--- config.mk ---
export PLATFORM = sky130hd
export DESIGN_NAME = lte_encoder_timer
export DESIGN_NICKNAME = d
export VERILOG_FILES = /design/src/rtl/lte_pkg.sv /design/src/rtl/lte_sync_edge.sv /design/src/rtl/lte_event_flags.sv /design/src/rtl/lte_encoder_timer.sv
export SDC_FILE = /design/constraint.sdc
export NUM_CORES = 1
export LEC_CHECK = 0
export BUFFER_PORTS_ARGS = -buffer_cell sky130_fd_sc_hd__buf_2
export CORE_MARGIN = 5
export CORE_UTILIZATION = 36
export DETAILED_ROUTE_END_ITERATION = 8
export GPL_TIMING_DRIVEN = 0
export PLACE_DENSITY = 0.55
export SYNTH_ARGS = -nofsm -noshare
export SYNTH_HDL_FRONTEND = slang
export SYNTH_SLANG_ARGS = --single-unit
--- constraint.sdc ---
create_clock -name mclk -period 5.4 [get_ports mclk]
set_input_delay 0.27 -clock mclk [delete_from_list [all_inputs] [get_ports mclk]]
set_output_delay 0.27 -clock mclk [all_outputs]
set_load 0.02 [all_outputs]
--- src/rtl/lte_pkg.sv ---
// Purpose: shared constants and types for the encoder, timeout and event block
// Assumes: 32-bit register port with byte addresses, 16-bit counter, one kernel clock
// Notes: configuration reads back as written, with reserved bits reading zero
// Functional notes
// - Quadrature counts only between zero and wrap limit.
// - Both phases clock quadrature counts; phase order sets direction.
// - Direction change sets up or down flag; interrupt if enabled.
// - Polarity picks counted edges; other input gives direction.
// - Pulse-direction counts zero to wrap limit; the pin that pulses sets direction.
// - Pulse-direction ignores both inputs high.
// - Timeout on: trigger edge resets and restarts the counter.
// - Timeout on: match reached without trigger is a match event.
// - Each enabled event raises the interrupt.
// - Enable set after its flag raises no interrupt.
// - Match flag sets when count equals match value.
// - Wrap flag sets when count equals wrap limit.
// - Trigger flag sets on each selected trigger edge.
// - Done flags follow wrap limit and match writes.
// - Up and down interrupts enable separately.
// - Down flag on turning down, up flag on turning up.
`default_nettype none
package lte_pkg;
    localparam int ADDR_W = 8;
    localparam int CNT_W = 16;
    localparam int EVT_W = 7;
    localparam int CFG_W = 26;
    localparam int TRG_SEL_W = 3;
    typedef logic [31:0] lte_word_t;
    localparam logic [ADDR_W-1:0] OFF_FLAGS = 8'h00;
    localparam logic [ADDR_W-1:0] OFF_CLEAR = 8'h04;
    localparam logic [ADDR_W-1:0] OFF_MASK = 8'h08;
    localparam logic [ADDR_W-1:0] OFF_CFG = 8'h0C;
    localparam logic [ADDR_W-1:0] OFF_CTRL = 8'h10;
    localparam logic [ADDR_W-1:0] OFF_MATCH = 8'h14;
    localparam logic [ADDR_W-1:0] OFF_WRAP = 8'h18;
    localparam logic [ADDR_W-1:0] OFF_COUNT = 8'h1C;
    localparam logic [CFG_W-1:0] CFG_WMASK = 26'h3FEEEDF;
    localparam logic [CNT_W-1:0] CNT_ZERO = 16'h0000;
    localparam logic [CNT_W-1:0] CNT_ONE = 16'h0001;
    localparam logic [CNT_W-1:0] WRAP_RESET = 16'h0001;
    localparam int CTRL_EN_BIT = 0;
    localparam int CTRL_ONESHOT_BIT = 1;
    localparam int CTRL_CONT_BIT = 2;
    localparam logic [1:0] POL_RISE = 2'h0;
    localparam logic [1:0] POL_FALL = 2'h1;
    localparam logic [1:0] POL_BOTH = 2'h2;
    localparam logic [1:0] TRG_SOFT = 2'h0;
    localparam logic [1:0] TRG_RISE = 2'h1;
    localparam logic [1:0] TRG_FALL = 2'h2;
    localparam logic [1:0] TRG_BOTH = 2'h3;
    typedef struct packed {
        logic pulse_dir_decode_enable;
        logic quad_decode_enable;
        logic count_ext_mode;
        logic reload_mode;
        logic wave_pol;
        logic wave_mode;
        logic trigger_timeout_enable;
        logic [1:0] trg_edge;
        logic rsv16;
        logic [TRG_SEL_W-1:0] trg_sel;
        logic rsv12;
        logic [2:0] clock_divider_field;
        logic rsv8;
        logic [1:0] trg_filter;
        logic rsv5;
        logic [1:0] clk_filter;
        logic [1:0] edge_polarity_field;
        logic count_source_select;
    } lte_cfg_t;
    typedef struct packed {
        logic continuous_start_bit;
        logic one_shot;
        logic enable;
    } lte_ctrl_t;
    typedef struct packed {
        logic dir_down;
        logic dir_up;
        logic wrap_upd;
        logic match_upd;
        logic trig;
        logic wrap_hit;
        logic match_hit;
    } lte_evt_t;
    typedef enum logic [2:0] {
        LTE_ST_IDLE = 3'b001,
        LTE_ST_WAIT = 3'b010,
        LTE_ST_RUN = 3'b100
    } lte_state_t;
endpackage
`default_nettype wire

--- src/rtl/lte_sync_edge.sv ---
// Purpose: two-flop synchroniser with edge detection for a group of pin inputs
// Assumes: inputs are asynchronous to mclk
// Notes: edges come from the second and third flops, never from the first
`default_nettype none
module lte_sync_edge #(
    parameter int WIDTH = 2
) (
    input wire logic mclk,
    input wire logic reset,
    input wire logic ce,
    input wire logic [WIDTH-1:0] din,
    output logic [WIDTH-1:0] level,
    output logic [WIDTH-1:0] rise,
    output logic [WIDTH-1:0] fall
);
    genvar i;
    generate
        for (i = 0; i < WIDTH; i++)
        begin : g_bit
            logic s1_reg, s2_reg, s3_reg;
            logic s1_next, s2_next, s3_next;
            always_comb
            begin
                s1_next = din[i];
                s2_next = s1_reg;
                s3_next = s2_reg;
            end
            always_ff @(posedge mclk or posedge reset)
            begin
                if (reset)
                begin
                    s1_reg <= 1'b0;
                    s2_reg <= 1'b0;
                    s3_reg <= 1'b0;
                end
                else if (ce)
                begin
                    s1_reg <= s1_next;
                    s2_reg <= s2_next;
                    s3_reg <= s3_next;
                end
            end
            assign level[i] = s2_reg;
            assign rise[i] = s2_reg & ~s3_reg;
            assign fall[i] = ~s2_reg & s3_reg;
        end
    endgenerate
endmodule
`default_nettype wire

--- src/rtl/lte_event_flags.sv ---
// Purpose: sticky event flags with enable mask and one interrupt or wake-up output
// Assumes: clear is write-one-to-clear, one cycle wide
// Notes: a flag is only armed if its enable was on when the event came
`default_nettype none
module lte_event_flags #(
    parameter int N = 7
) (
    input wire logic mclk,
    input wire logic reset,
    input wire logic ce,
    input wire logic [N-1:0] set_evt,
    input wire logic [N-1:0] clr_evt,
    input wire logic [N-1:0] mask,
    output logic [N-1:0] flags,
    output logic irq
);
    logic [N-1:0] flag_reg, flag_next, arm_reg, arm_next;
    logic irq_reg, irq_next;
    always_comb
    begin
        // Set beats clear so a coincident event survives
        flag_next = set_evt | (flag_reg & ~clr_evt);
        arm_next = mask & (set_evt | (arm_reg & flag_next));
        irq_next = |(flag_next & arm_next);
    end
    always_ff @(posedge mclk or posedge reset)
    begin
        if (reset)
        begin
            flag_reg <= '0;
            arm_reg <= '0;
            irq_reg <= 1'b0;
        end
        else if (ce)
        begin
            flag_reg <= flag_next;
            arm_reg <= arm_next;
            irq_reg <= irq_next;
        end
    end
    assign flags = flag_reg;
    assign irq = irq_reg;
endmodule
`default_nettype wire

--- src/rtl/lte_encoder_timer.sv ---
// Purpose: quadrature and pulse-direction decoding, trigger timeout and event flags
// Assumes: phase and trigger pins are asynchronous and pass two flops first
// Notes: without a decode mode the counter advances once per kernel clock
`default_nettype none
module lte_encoder_timer #(
    parameter int TRG_LINES = 8
) (
    input wire logic mclk,
    input wire logic reset,
    input wire logic ce,
    input wire logic [lte_pkg::ADDR_W-1:0] reg_addr,
    input wire logic [31:0] reg_wdata,
    input wire logic reg_wr,
    input wire logic reg_rd,
    output logic [31:0] reg_rdata,
    input wire logic phase_a_input,
    input wire logic phase_b_input,
    input wire logic [TRG_LINES-1:0] trigger_inputs,
    output logic event_irq
);
    lte_pkg::lte_cfg_t cfg_reg, cfg_next;
    lte_pkg::lte_ctrl_t ctrl_reg, ctrl_next;
    logic [lte_pkg::EVT_W-1:0] mask_reg, mask_next;
    logic [lte_pkg::CNT_W-1:0] match_reg, match_next;
    logic [lte_pkg::CNT_W-1:0] wrap_reg, wrap_next;
    logic [lte_pkg::CNT_W-1:0] count_reg, count_next;
    logic [31:0] rdata_reg, rdata_next;
    logic dir_up_reg, dir_up_next;
    lte_pkg::lte_state_t state_reg, state_next;
    logic [1:0] ph_level, ph_rise, ph_fall;
    logic [TRG_LINES-1:0] trg_level, trg_rise, trg_fall;
    logic a_l, b_l, a_r, b_r, a_f, b_f;
    logic use_r, use_f;
    logic q_up, q_dn, p_up, p_dn;
    logic quad_mode, pd_mode, step_up, step_dn;
    logic sel_rise, sel_fall, trig_evt;
    logic moved;
    logic wr_cfg, wr_ctrl, wr_mask, wr_clear, wr_match, wr_wrap;
    lte_pkg::lte_evt_t evt_set;
    logic [lte_pkg::EVT_W-1:0] evt_clr, evt_flags;

    lte_sync_edge #(
        .WIDTH(2)
    ) u_phase (
        .mclk(mclk),
        .reset(reset),
        .ce(ce),
        .din({phase_b_input, phase_a_input}),
        .level(ph_level),
        .rise(ph_rise),
        .fall(ph_fall)
    );

    lte_sync_edge #(
        .WIDTH(TRG_LINES)
    ) u_trig (
        .mclk(mclk),
        .reset(reset),
        .ce(ce),
        .din(trigger_inputs),
        .level(trg_level),
        .rise(trg_rise),
        .fall(trg_fall)
    );

    assign a_l = ph_level[0];
    assign b_l = ph_level[1];
    assign a_r = ph_rise[0];
    assign b_r = ph_rise[1];
    assign a_f = ph_fall[0];
    assign b_f = ph_fall[1];

    // Write decodes
    assign wr_cfg = reg_wr && (reg_addr == lte_pkg::OFF_CFG);
    assign wr_ctrl = reg_wr && (reg_addr == lte_pkg::OFF_CTRL);
    assign wr_mask = reg_wr && (reg_addr == lte_pkg::OFF_MASK);
    assign wr_clear = reg_wr && (reg_addr == lte_pkg::OFF_CLEAR);
    assign wr_match = reg_wr && (reg_addr == lte_pkg::OFF_MATCH);
    assign wr_wrap = reg_wr && (reg_addr == lte_pkg::OFF_WRAP);

    // Trigger selection and edge qualification
    always_comb
    begin
        sel_rise = trg_rise[cfg_reg.trg_sel];
        sel_fall = trg_fall[cfg_reg.trg_sel];
        case (cfg_reg.trg_edge)
            lte_pkg::TRG_RISE: trig_evt = sel_rise;
            lte_pkg::TRG_FALL: trig_evt = sel_fall;
            lte_pkg::TRG_BOTH: trig_evt = sel_rise | sel_fall;
            default: trig_evt = 1'b0;
        endcase
    end

    // Step decoding; the other input is steady when one switches
    always_comb
    begin
        use_r = (cfg_reg.edge_polarity_field == lte_pkg::POL_RISE) ||
                (cfg_reg.edge_polarity_field == lte_pkg::POL_BOTH);
        use_f = (cfg_reg.edge_polarity_field == lte_pkg::POL_FALL) ||
                (cfg_reg.edge_polarity_field == lte_pkg::POL_BOTH);
        q_up = (use_r & a_r & ~b_l) | (use_f & a_f & b_l) |
               (use_r & b_r & a_l) | (use_f & b_f & ~a_l);
        q_dn = (use_r & a_r & b_l) | (use_f & a_f & ~b_l) |
               (use_r & b_r & ~a_l) | (use_f & b_f & a_l);
        // Both high at once is not a valid pulse pattern
        p_up = a_r & ~b_l;
        p_dn = b_r & ~a_l;
        quad_mode = cfg_reg.quad_decode_enable;
        pd_mode = cfg_reg.pulse_dir_decode_enable & ~cfg_reg.quad_decode_enable;
        step_up = (quad_mode & q_up) | (pd_mode & p_up);
        step_dn = (quad_mode & q_dn) | (pd_mode & p_dn);
    end

    // Start control: decoding only runs once continuous mode has started
    always_comb
    begin
        state_next = state_reg;
        case (state_reg)
            lte_pkg::LTE_ST_IDLE:
            begin
                if (ctrl_reg.enable && ctrl_reg.continuous_start_bit)
                begin
                    if (cfg_reg.trg_edge == lte_pkg::TRG_SOFT)
                        state_next = lte_pkg::LTE_ST_RUN;
                    else
                        state_next = lte_pkg::LTE_ST_WAIT;
                end
            end
            lte_pkg::LTE_ST_WAIT:
            begin
                if (trig_evt)
                    state_next = lte_pkg::LTE_ST_RUN;
            end
            lte_pkg::LTE_ST_RUN:
            begin
                state_next = lte_pkg::LTE_ST_RUN;
            end
            default:
            begin
                state_next = lte_pkg::LTE_ST_IDLE;
            end
        endcase
        if (!ctrl_reg.enable || !ctrl_reg.continuous_start_bit)
            state_next = lte_pkg::LTE_ST_IDLE;
    end

    // Counter and direction
    always_comb
    begin
        count_next = count_reg;
        dir_up_next = dir_up_reg;
        moved = 1'b0;
        if (state_reg != lte_pkg::LTE_ST_RUN)
        begin
            count_next = lte_pkg::CNT_ZERO;
        end
        else if (cfg_reg.trigger_timeout_enable && trig_evt)
        begin
            // Restart gives the counter a full match interval again
            count_next = lte_pkg::CNT_ZERO;
            moved = 1'b1;
        end
        else if (quad_mode || pd_mode)
        begin
            if (step_up)
            begin
                moved = 1'b1;
                dir_up_next = 1'b1;
                if (count_reg >= wrap_reg)
                    count_next = lte_pkg::CNT_ZERO;
                else
                    count_next = count_reg + lte_pkg::CNT_ONE;
            end
            else if (step_dn)
            begin
                moved = 1'b1;
                dir_up_next = 1'b0;
                if (count_reg == lte_pkg::CNT_ZERO || count_reg > wrap_reg)
                    count_next = wrap_reg;
                else
                    count_next = count_reg - lte_pkg::CNT_ONE;
            end
        end
        else
        begin
            moved = 1'b1;
            if (count_reg >= wrap_reg)
                count_next = lte_pkg::CNT_ZERO;
            else
                count_next = count_reg + lte_pkg::CNT_ONE;
        end
    end

    // Event sources
    always_comb
    begin
        evt_set.match_hit = moved && (count_next == match_reg);
        evt_set.wrap_hit = moved && (count_next == wrap_reg);
        evt_set.trig = trig_evt;
        evt_set.match_upd = wr_match;
        evt_set.wrap_upd = wr_wrap;
        evt_set.dir_up = (state_reg == lte_pkg::LTE_ST_RUN) && step_up &&
                         !dir_up_reg;
        evt_set.dir_down = (state_reg == lte_pkg::LTE_ST_RUN) && step_dn &&
                           dir_up_reg;
        evt_clr = wr_clear ? reg_wdata[lte_pkg::EVT_W-1:0] : '0;
    end

    lte_event_flags #(
        .N(lte_pkg::EVT_W)
    ) u_flags (
        .mclk(mclk),
        .reset(reset),
        .ce(ce),
        .set_evt(evt_set),
        .clr_evt(evt_clr),
        .mask(mask_reg),
        .flags(evt_flags),
        .irq(event_irq)
    );

    // Register file
    always_comb
    begin
        cfg_next = cfg_reg;
        ctrl_next = ctrl_reg;
        mask_next = mask_reg;
        match_next = match_reg;
        wrap_next = wrap_reg;
        rdata_next = '0;
        if (wr_cfg)
            cfg_next = lte_pkg::lte_cfg_t'(reg_wdata[lte_pkg::CFG_W-1:0] & lte_pkg::CFG_WMASK);
        if (wr_mask)
            mask_next = reg_wdata[lte_pkg::EVT_W-1:0];
        if (wr_match)
            match_next = reg_wdata[lte_pkg::CNT_W-1:0];
        if (wr_wrap)
            wrap_next = reg_wdata[lte_pkg::CNT_W-1:0];
        if (wr_ctrl)
        begin
            // Start bits only take while the timer is enabled
            ctrl_next.enable = reg_wdata[lte_pkg::CTRL_EN_BIT];
            if (ctrl_reg.enable && reg_wdata[lte_pkg::CTRL_EN_BIT])
            begin
                ctrl_next.one_shot = ctrl_reg.one_shot | reg_wdata[lte_pkg::CTRL_ONESHOT_BIT];
                ctrl_next.continuous_start_bit = ctrl_reg.continuous_start_bit |
                                                 reg_wdata[lte_pkg::CTRL_CONT_BIT];
            end
            else
            begin
                ctrl_next.one_shot = 1'b0;
                ctrl_next.continuous_start_bit = 1'b0;
            end
        end
        if (reg_rd)
        begin
            case (reg_addr)
                lte_pkg::OFF_FLAGS: rdata_next = lte_pkg::lte_word_t'(evt_flags);
                lte_pkg::OFF_MASK: rdata_next = lte_pkg::lte_word_t'(mask_reg);
                lte_pkg::OFF_CFG: rdata_next = lte_pkg::lte_word_t'(cfg_reg);
                lte_pkg::OFF_CTRL: rdata_next = lte_pkg::lte_word_t'(ctrl_reg);
                lte_pkg::OFF_MATCH: rdata_next = lte_pkg::lte_word_t'(match_reg);
                lte_pkg::OFF_WRAP: rdata_next = lte_pkg::lte_word_t'(wrap_reg);
                lte_pkg::OFF_COUNT: rdata_next = lte_pkg::lte_word_t'(count_reg);
                default: rdata_next = '0;
            endcase
        end
    end

    always_ff @(posedge mclk or posedge reset)
    begin
        if (reset)
        begin
            cfg_reg <= '0;
            ctrl_reg <= '0;
            mask_reg <= '0;
            match_reg <= lte_pkg::CNT_ZERO;
            wrap_reg <= lte_pkg::WRAP_RESET;
            count_reg <= lte_pkg::CNT_ZERO;
            dir_up_reg <= 1'b1;
            state_reg <= lte_pkg::LTE_ST_IDLE;
            rdata_reg <= '0;
        end
        else if (ce)
        begin
            cfg_reg <= cfg_next;
            ctrl_reg <= ctrl_next;
            mask_reg <= mask_next;
            match_reg <= match_next;
            wrap_reg <= wrap_next;
            count_reg <= count_next;
            dir_up_reg <= dir_up_next;
            state_reg <= state_next;
            rdata_reg <= rdata_next;
        end
    end

    assign reg_rdata = rdata_reg;
endmodule
`default_nettype wire

==> results of run 1 <==
## routing by layer
metal | GRT usage [%] | vias up | part of all wire, %
li1 | - | 4073 | -
met1 | 35.5 | 4634 | 44
met2 | 38.9 | 499 | 45
met3 | 3.56 | 77 | 8.2
met4 | 8.31 | 0 | 3.1
met5 | 0 | - | 0
## power groups by stage
stage	clock, mW	combinational, mW	sequential, mW
global route	1.29	0.399	1.26
detailed placement	0	0.356	1.27
floorplan	0	0.229	1.25
CTS	1.24	0.360	1.25
finish	1.24	0.373	1.25
global placement	0	0.352	1.27
## layout make-up
class                           count  share of cell area (%)
Multi-Input combinational cell    749                    48.1
Sequential cell                   154                    34.8
Clock buffer                       17                    3.84
Timing Repair Buffer               77                    3.80
Tap cell                          335                    3.79
Buffer                             67                    2.55
Inverter                           45                    1.59
Clock inverter                     15                    1.51
## stage by stage
step	hold WS [ns]	instance area, um2	setup TNS [ns]
3_3_place_gp	0.460	10400	-156.42
4_1_cts	0.0250	11000	0
3_5_place_dp	0.309	10400	-0.376
5_1_grt	0.0500	11100	0
2_1_floorplan	0.375	9590	0
6_report	0.0386	11100	0
## what timing repair did
item	CTS	global route
endpoints found under the setup margin	3	5
hold buffers	1	0
gates resized for setup	3	5
endpoints found under the hold margin	51	0
buffers inserted	0	2
pin swaps	1	1
## path summary, 6_finish.rpt
kind / startpoint / endpoint / cells past startpoint
worst max-delay path: wrap_reg[15] / u_flags.arm_reg[1] / 14
worst min-delay path: reg_wdata[18] / cfg_reg[18] / 3
worst max register to register: wrap_reg[15] / u_flags.arm_reg[1] / 14
worst min register to register: reg_rdata[3] / reg_rdata[3] / 1
max in group asynchronous: reset / u_trig.g_bit[1].s3_reg / 4
min in group asynchronous: reset / u_flags.flags[4] / 3
## Yosys cell counts (all sizes together) (4+ instances only)
library cell	number
dfrtp	151
mux2	84
nand2	81
o21ai	63
a21oi	57
clkbuf	57
nor2	54
inv	45
nand3	25
nor3	25
nor4	25
ha	20
a222oi	19
a22o	18
a21o	17
a211oi	16
a31oi	16
nand4	13
xnor2	13
o31ai	12
or4	12
a22oi	11
buf	11
or3	10
xor2	10
and3	9
a311oi	8
mux2i	7
nand2b	7
nor3b	7
o22ai	7
a211o	6
o32ai	6
a2111oi	4
and4	4
o211ai	4
o21a	4
o221ai	4
## logic make-up (layout without fill, tap and decap cells)
kind of cell             Yosys count  after routing
buffers and inverters            113            221
adder cells (fa/ha/maj)           20             20
AND/OR/NAND/NOR                  291            291
flip-flops                       154            154
multiplexers                      91             91
AO/OA/AOI/OAI                    317            317
XOR/XNOR                          23             23
other                              1              7
## worst reg2reg max path, stage by stage, from the launching register on
cell	delay (ns)
dfrtp_1	0.60
inv_1	0.17
ha_1	0.36
nand4_1	0.29
o221a_2	0.26
clkbuf_1	0.42
nand4_1	0.45
clkbuf_1	0.42
nor2_1	0.36
o31ai_1	0.11
a2111oi_1	0.54
o2111ai_1	0.22
nor4_2	0.50
nand4_1	0.28
o32ai_2	0.26
==> results.yml, run 1 <==
setup_path:
  crit_type: "reg2reg"
  path_delay_family: "simple AND/OR/NAND/NOR gates"
  cp_slowest_cell: "dfrtp_1"
  path_cells: "inv_1, ha_1, nand4_1, o221a_2, clkbuf_1, nand4_1, clkbuf_1, nor2_1, o31ai_1, a2111oi_1, o2111ai_1, nor4_2, nand4_1, o32ai_2"
  r2r_setup_slack_ns: 0.09
  cp_common_cell: "nand4_1"
  crit_buf_inv: 3
  endpoint_kind: "flip-flop"
  cp_data_arrival_time_ns: 5.67
  worstPathMaxFanout: 10
  cpPeakStageDelay_ns: 0.60
  crit_path_start_kind: "flip-flop"
  required_ns: 5.76
sta:
  max_freq_mhz: 188
  post-route-min-period_ns: 5.31
  finalHoldViolations: 0
  rsz0062_at_grt: "no"
  skew_ns: 0.0163
  tightest_slew_ns: 1.47
  setup_slack_ns: 0.0895
  setup_viol: 0
  finalMaxSlewViolations: 0
  max_slew_margin_pct: 0.799
  layout_worst_path_cycle_share_pct: 98.3
layout:
  final_core_util_pct: 42.4
  fillCellCount: 2634
  most-common-layout-cells: "dfrtp_1 (151), mux2_2 (84), nand2_1 (80)"
  final-seq-area_um2: 3860
  multiInputGateArea_um2: 5320
  layout_commonest_cell: "dfrtp_1"
  largest_reg_flops: 25
  drive_above_1_share_pct: 20.4
  antennaDiodeCount: 0
  syn2layout_area_growth_pct: 15.7
  fin_cells: 1459
  final_nets: 1186
drt:
  drtIter0Drc: 1160
  drt_pre_antenna_iters: 6
  wire_per_inst_um: 26.1
  routed_via_density: 6.36
  vias: 9283
  detail-route-antenna-nets: 0
  drc_errors: 0
  wl_mm: 38.1
synthesis:
  avgSynthCellArea_um2: 9.47
  ys_async_sr_fraction_pct: 100
  ys_seq_elements: 154
  synth_top_family_by_area: "compound AO/OA/AOI/OAI gates"
  synthAdderAreaFrac_pct: 2.62
  synth_compound_area_share_pct: 23.9
  synth.area.mux_share_pct: 10.6
  yosysTopAreaCell: "dfrtp_1"
  synthXorXnorAreaFrac_pct: 2.11
  synth-simple-area-share_pct: 15.7
  synthTopCellsByArea: "dfrtp_1 (39%), mux2_2 (9.9%), o21ai_0 (3.2%)"
  synth_edf_count: 0
  yosysTopAreaCellShare_pct: 39.5
  ys_seq_area_share_pct: 40.3
  yosysWarnings: 0
  ys_types: 83
  synth_ff_type: "dfrtp_1"
  syn_inst: 1010
  synthesis.area_um2: 9570
die:
  die-area_um2: 29900
  die_y_um: 173
  ios: 88
  core-area_um2: 26100
  fp.dieW_um: 173
  rows: 59
  initial_utilization_pct: 36.6
place:
  place.port_buffers: 71
  hpwl_mm: 28.5
  dp.cells: 1424
  place_ws_ns: -0.186
  gp_congestion: 0.988
job:
  drv_cap: 1
run_status:
  status: "complete, but fails checks"
  violations: "capacitance limit"
hold_path:
  min_path_type: "in2reg"
power_and_ir_drop:
  power.total_mw: 2.86
  switching_share_pct: 31.7
  internal_power_mw: 1.95
  power_density_nw_per_um2: 258
  p_clk_share_pct: 43.3
  combPwrFrac_pct: 13.0
  power_switching_mw: 0.907
  peakVddDrop_mv: 0.180
  seq_power_share_pct: 43.7
  leakage_nw: 4.75
cts:
  cts_tree: "done"
  clock_sinks: 154
  cts_max_level: 4
  clk_latency_ns: 0.45
  cts_buffers: 17
  path_clk_slew_ns: 0.08
  cts.path.max_buffers: 2
  cts-root-buf: "clkbuf_16"
grt:
  grt_max_degree: 104
  grt_pass1_wl_mm: 57.5
  grt.total_usage_pct: 24.9
  grt_pass1_vias: 9024
  gr-total-overflow: 0
  antenna_found_initial: 0
Note: power is estimated with default switching activity, not from simulation.
==> run 2: changes to the inputs <==
--- a/config.mk
+++ b/config.mk
@@ -10,7 +10,6 @@
 export CORE_UTILIZATION = 36
 export DETAILED_ROUTE_END_ITERATION = 8
 export GPL_TIMING_DRIVEN = 0
-export PLACE_DENSITY = 0.55
 export SYNTH_ARGS = -nofsm -noshare
 export SYNTH_HDL_FRONTEND = slang
 export SYNTH_SLANG_ARGS = --single-unit
==> run 2 against run 1 <==
Against the previous run: the flow finishes with violations (capacitance limit, slew limit); clock power decreased by 3%; total power decreased by 1.5%; first-iteration DRC count decreased by 3.7%; combinational power decreased by 1%; flip-flop and latch count unchanged; final cell count decreased by 0.21%; setup slack improved by 0.13 ns; utilization about the same; wire length decreased by 3.6%; critical path type unchanged; highest routed layer is now met5.
==> results.yml, run 2 (same netlist as run 1, synthesis figures left out) <==
run_status:
  status: "complete, but fails checks"
  violations: "capacitance limit, slew limit"
cts:
  clk_latency_ns: 0.45
  cts.path.max_buffers: 2
  path_clk_slew_ns: 0.08
  cts_tree: "done"
  cts_max_level: 4
  clock_sinks: 154
  cts_buffers: 17
  cts-root-buf: "clkbuf_16"
setup_path:
  cp_data_arrival_time_ns: 5.55
  crit_end: "u_flags.irq"
  ff2ff_path_depth: 14
  endpoint_kind: "flip-flop"
  crit-reg2reg-launch: "count_reg[0]"
  required_ns: 5.76
  worstPathMaxFanout: 10
  crit_type: "reg2reg"
  crit_path_start_kind: "flip-flop"
  worstReg2RegEnd: "u_flags.irq"
  startpoint: "count_reg[0]"
  r2r_setup_slack_ns: 0.22
sta:
  setup_viol: 0
  layout_worst_path_cycle_share_pct: 96.0
  hold_ws_ns: 0.0462
  tns_ns: 0
  rsz0062_at_grt: "no"
  skew_ns: 0.0153
  finalMaxSlewViolations: 1
  finalHoldViolations: 0
  post-route-min-period_ns: 5.18
  tightest_slew_ns: 1.49
  max_freq_mhz: 193
  setup_slack_ns: 0.215
  max_slew_margin_pct: -0.256
layout:
  fillCellCount: 2598
  fin_cells: 1456
  drive_above_1_share_pct: 20.4
  final_area_um2: 11100
  layout_commonest_cell: "dfrtp_1"
  most-common-layout-cells: "dfrtp_1 (151), mux2_2 (84), nand2_1 (80)"
  final_core_util_pct: 42.3
  antennaDiodeCount: 0
  largest_reg_flops: 25
  final_nets: 1183
  syn2layout_area_growth_pct: 15.6
die:
  initial_utilization_pct: 36.6
  rows: 59
  die_y_um: 173
  die-area_um2: 29900
  fp.dieW_um: 173
  core-area_um2: 26100
  ios: 88
grt:
  grt_pass1_wl_mm: 56.5
  grt_util_met1_pct: 34.0
  antenna_found_initial: 1
  gr-total-overflow: 0
  grt.busiest_layer: "met2"
  grt.total_usage_pct: 24.3
  grt_max_degree: 89
  grtUsageMet3_pct: 6.11
  grt_pass1_vias: 9042
  globalRouteMet2Util_pct: 37.0
drt:
  wl_mm: 36.7
  vias: 9203
  drtIter0Drc: 1117
  detail-route-antenna-nets: 0
  wire_per_inst_um: 25.2
  drc_errors: 0
  routed_via_density: 6.32
  drt_pre_antenna_iters: 7
job:
  drv_cap: 1
power_and_ir_drop:
  internal_power_mw: 1.95
  leakage_nw: 4.72
  peakVddDrop_mv: 0.156
  seq_power_share_pct: 44.4
  power.total_mw: 2.82
  combPwrFrac_pct: 13.1
  switching_share_pct: 30.9
  power_density_nw_per_um2: 255
  p_clk_share_pct: 42.6
  power_switching_mw: 0.870
place:
  place_ws_ns: -0.0503
  dpl_cell_area_um2: 10400
  hpwl_mm: 27.9
  dp.cells: 1423
  place.port_buffers: 71
  gp_congestion: 0.990
hold_path:
  min_path_type: "in2reg"
==> run 2: worst min path at each step <==
stage          slack, ns  cells past startpoint         startpoint                       to
2_1_floorplan       0.38                      2       reg_wdata[0]              ctrl_reg[0]
3_3_place_gp        0.46                      1       reg_rdata[0]             reg_rdata[0]
3_5_place_dp        0.36                      2              reset            reg_rdata[23]
4_1_cts             0.04                      2      reg_wdata[25]              cfg_reg[25]
5_1_grt             0.04                      2      phase_b_input  u_phase.g_bit[1].s1_reg
6_report            0.05                      2  trigger_inputs[0]   u_trig.g_bit[0].s1_reg
==> run 2: repair_timing <==
item,CTS,global route
endpoints found under the hold margin,65,0
buffers inserted,0,2
endpoints found under the setup margin,3,5
gates resized for setup,2,8
hold buffers,1,0
pin swaps,0,1
==> run 2: per-layer routing <==
metal / routed length (um) / part of all wire [%]
met5: 13 / 0.035
met3: 3250 / 8.8
met1: 16100 / 44
met2: 16200 / 44
met4: 1160 / 3.2
==> run 2: worst max-delay path, cell delays in order, from the launching register on <==
cell,delay [ns]
dfrtp_1,0.39
clkbuf_1,0.25
inv_1,0.24
ha_1,0.29
or4b_2,0.72
nor4_2,0.54
a21oi_1,0.31
a21oi_1,0.25
o31ai_1,0.10
a311oi_1,0.59
o21ai_0,0.37
a211o_1,0.41
nor4_2,0.29
a31oi_1,0.17
o22ai_1,0.17
==> run 2: cell type report <==
class                      instances  area [um2]  share of cell area, %
multi-input combinational        749        5340                   48.3
sequential                       154        3860                   34.9
clock buffer                      18         429                   3.88
tap                              335         419                   3.79
timing repair buffer              75         408                   3.69
buffer                            66         279                   2.52
inverter                          45         176                   1.60
clock inverter                    14         154                   1.39
==> run 2: power by group through the flow <==
stage,Sequential (mW),Clock (mW),Combinational [mW]
4_1_cts,1.25,1.21,0.355
3_3_place_gp,1.27,0,0.348
5_1_grt,1.26,1.27,0.398
2_1_floorplan,1.25,0,0.229
3_5_place_dp,1.27,0,0.353
6_report,1.25,1.20,0.368
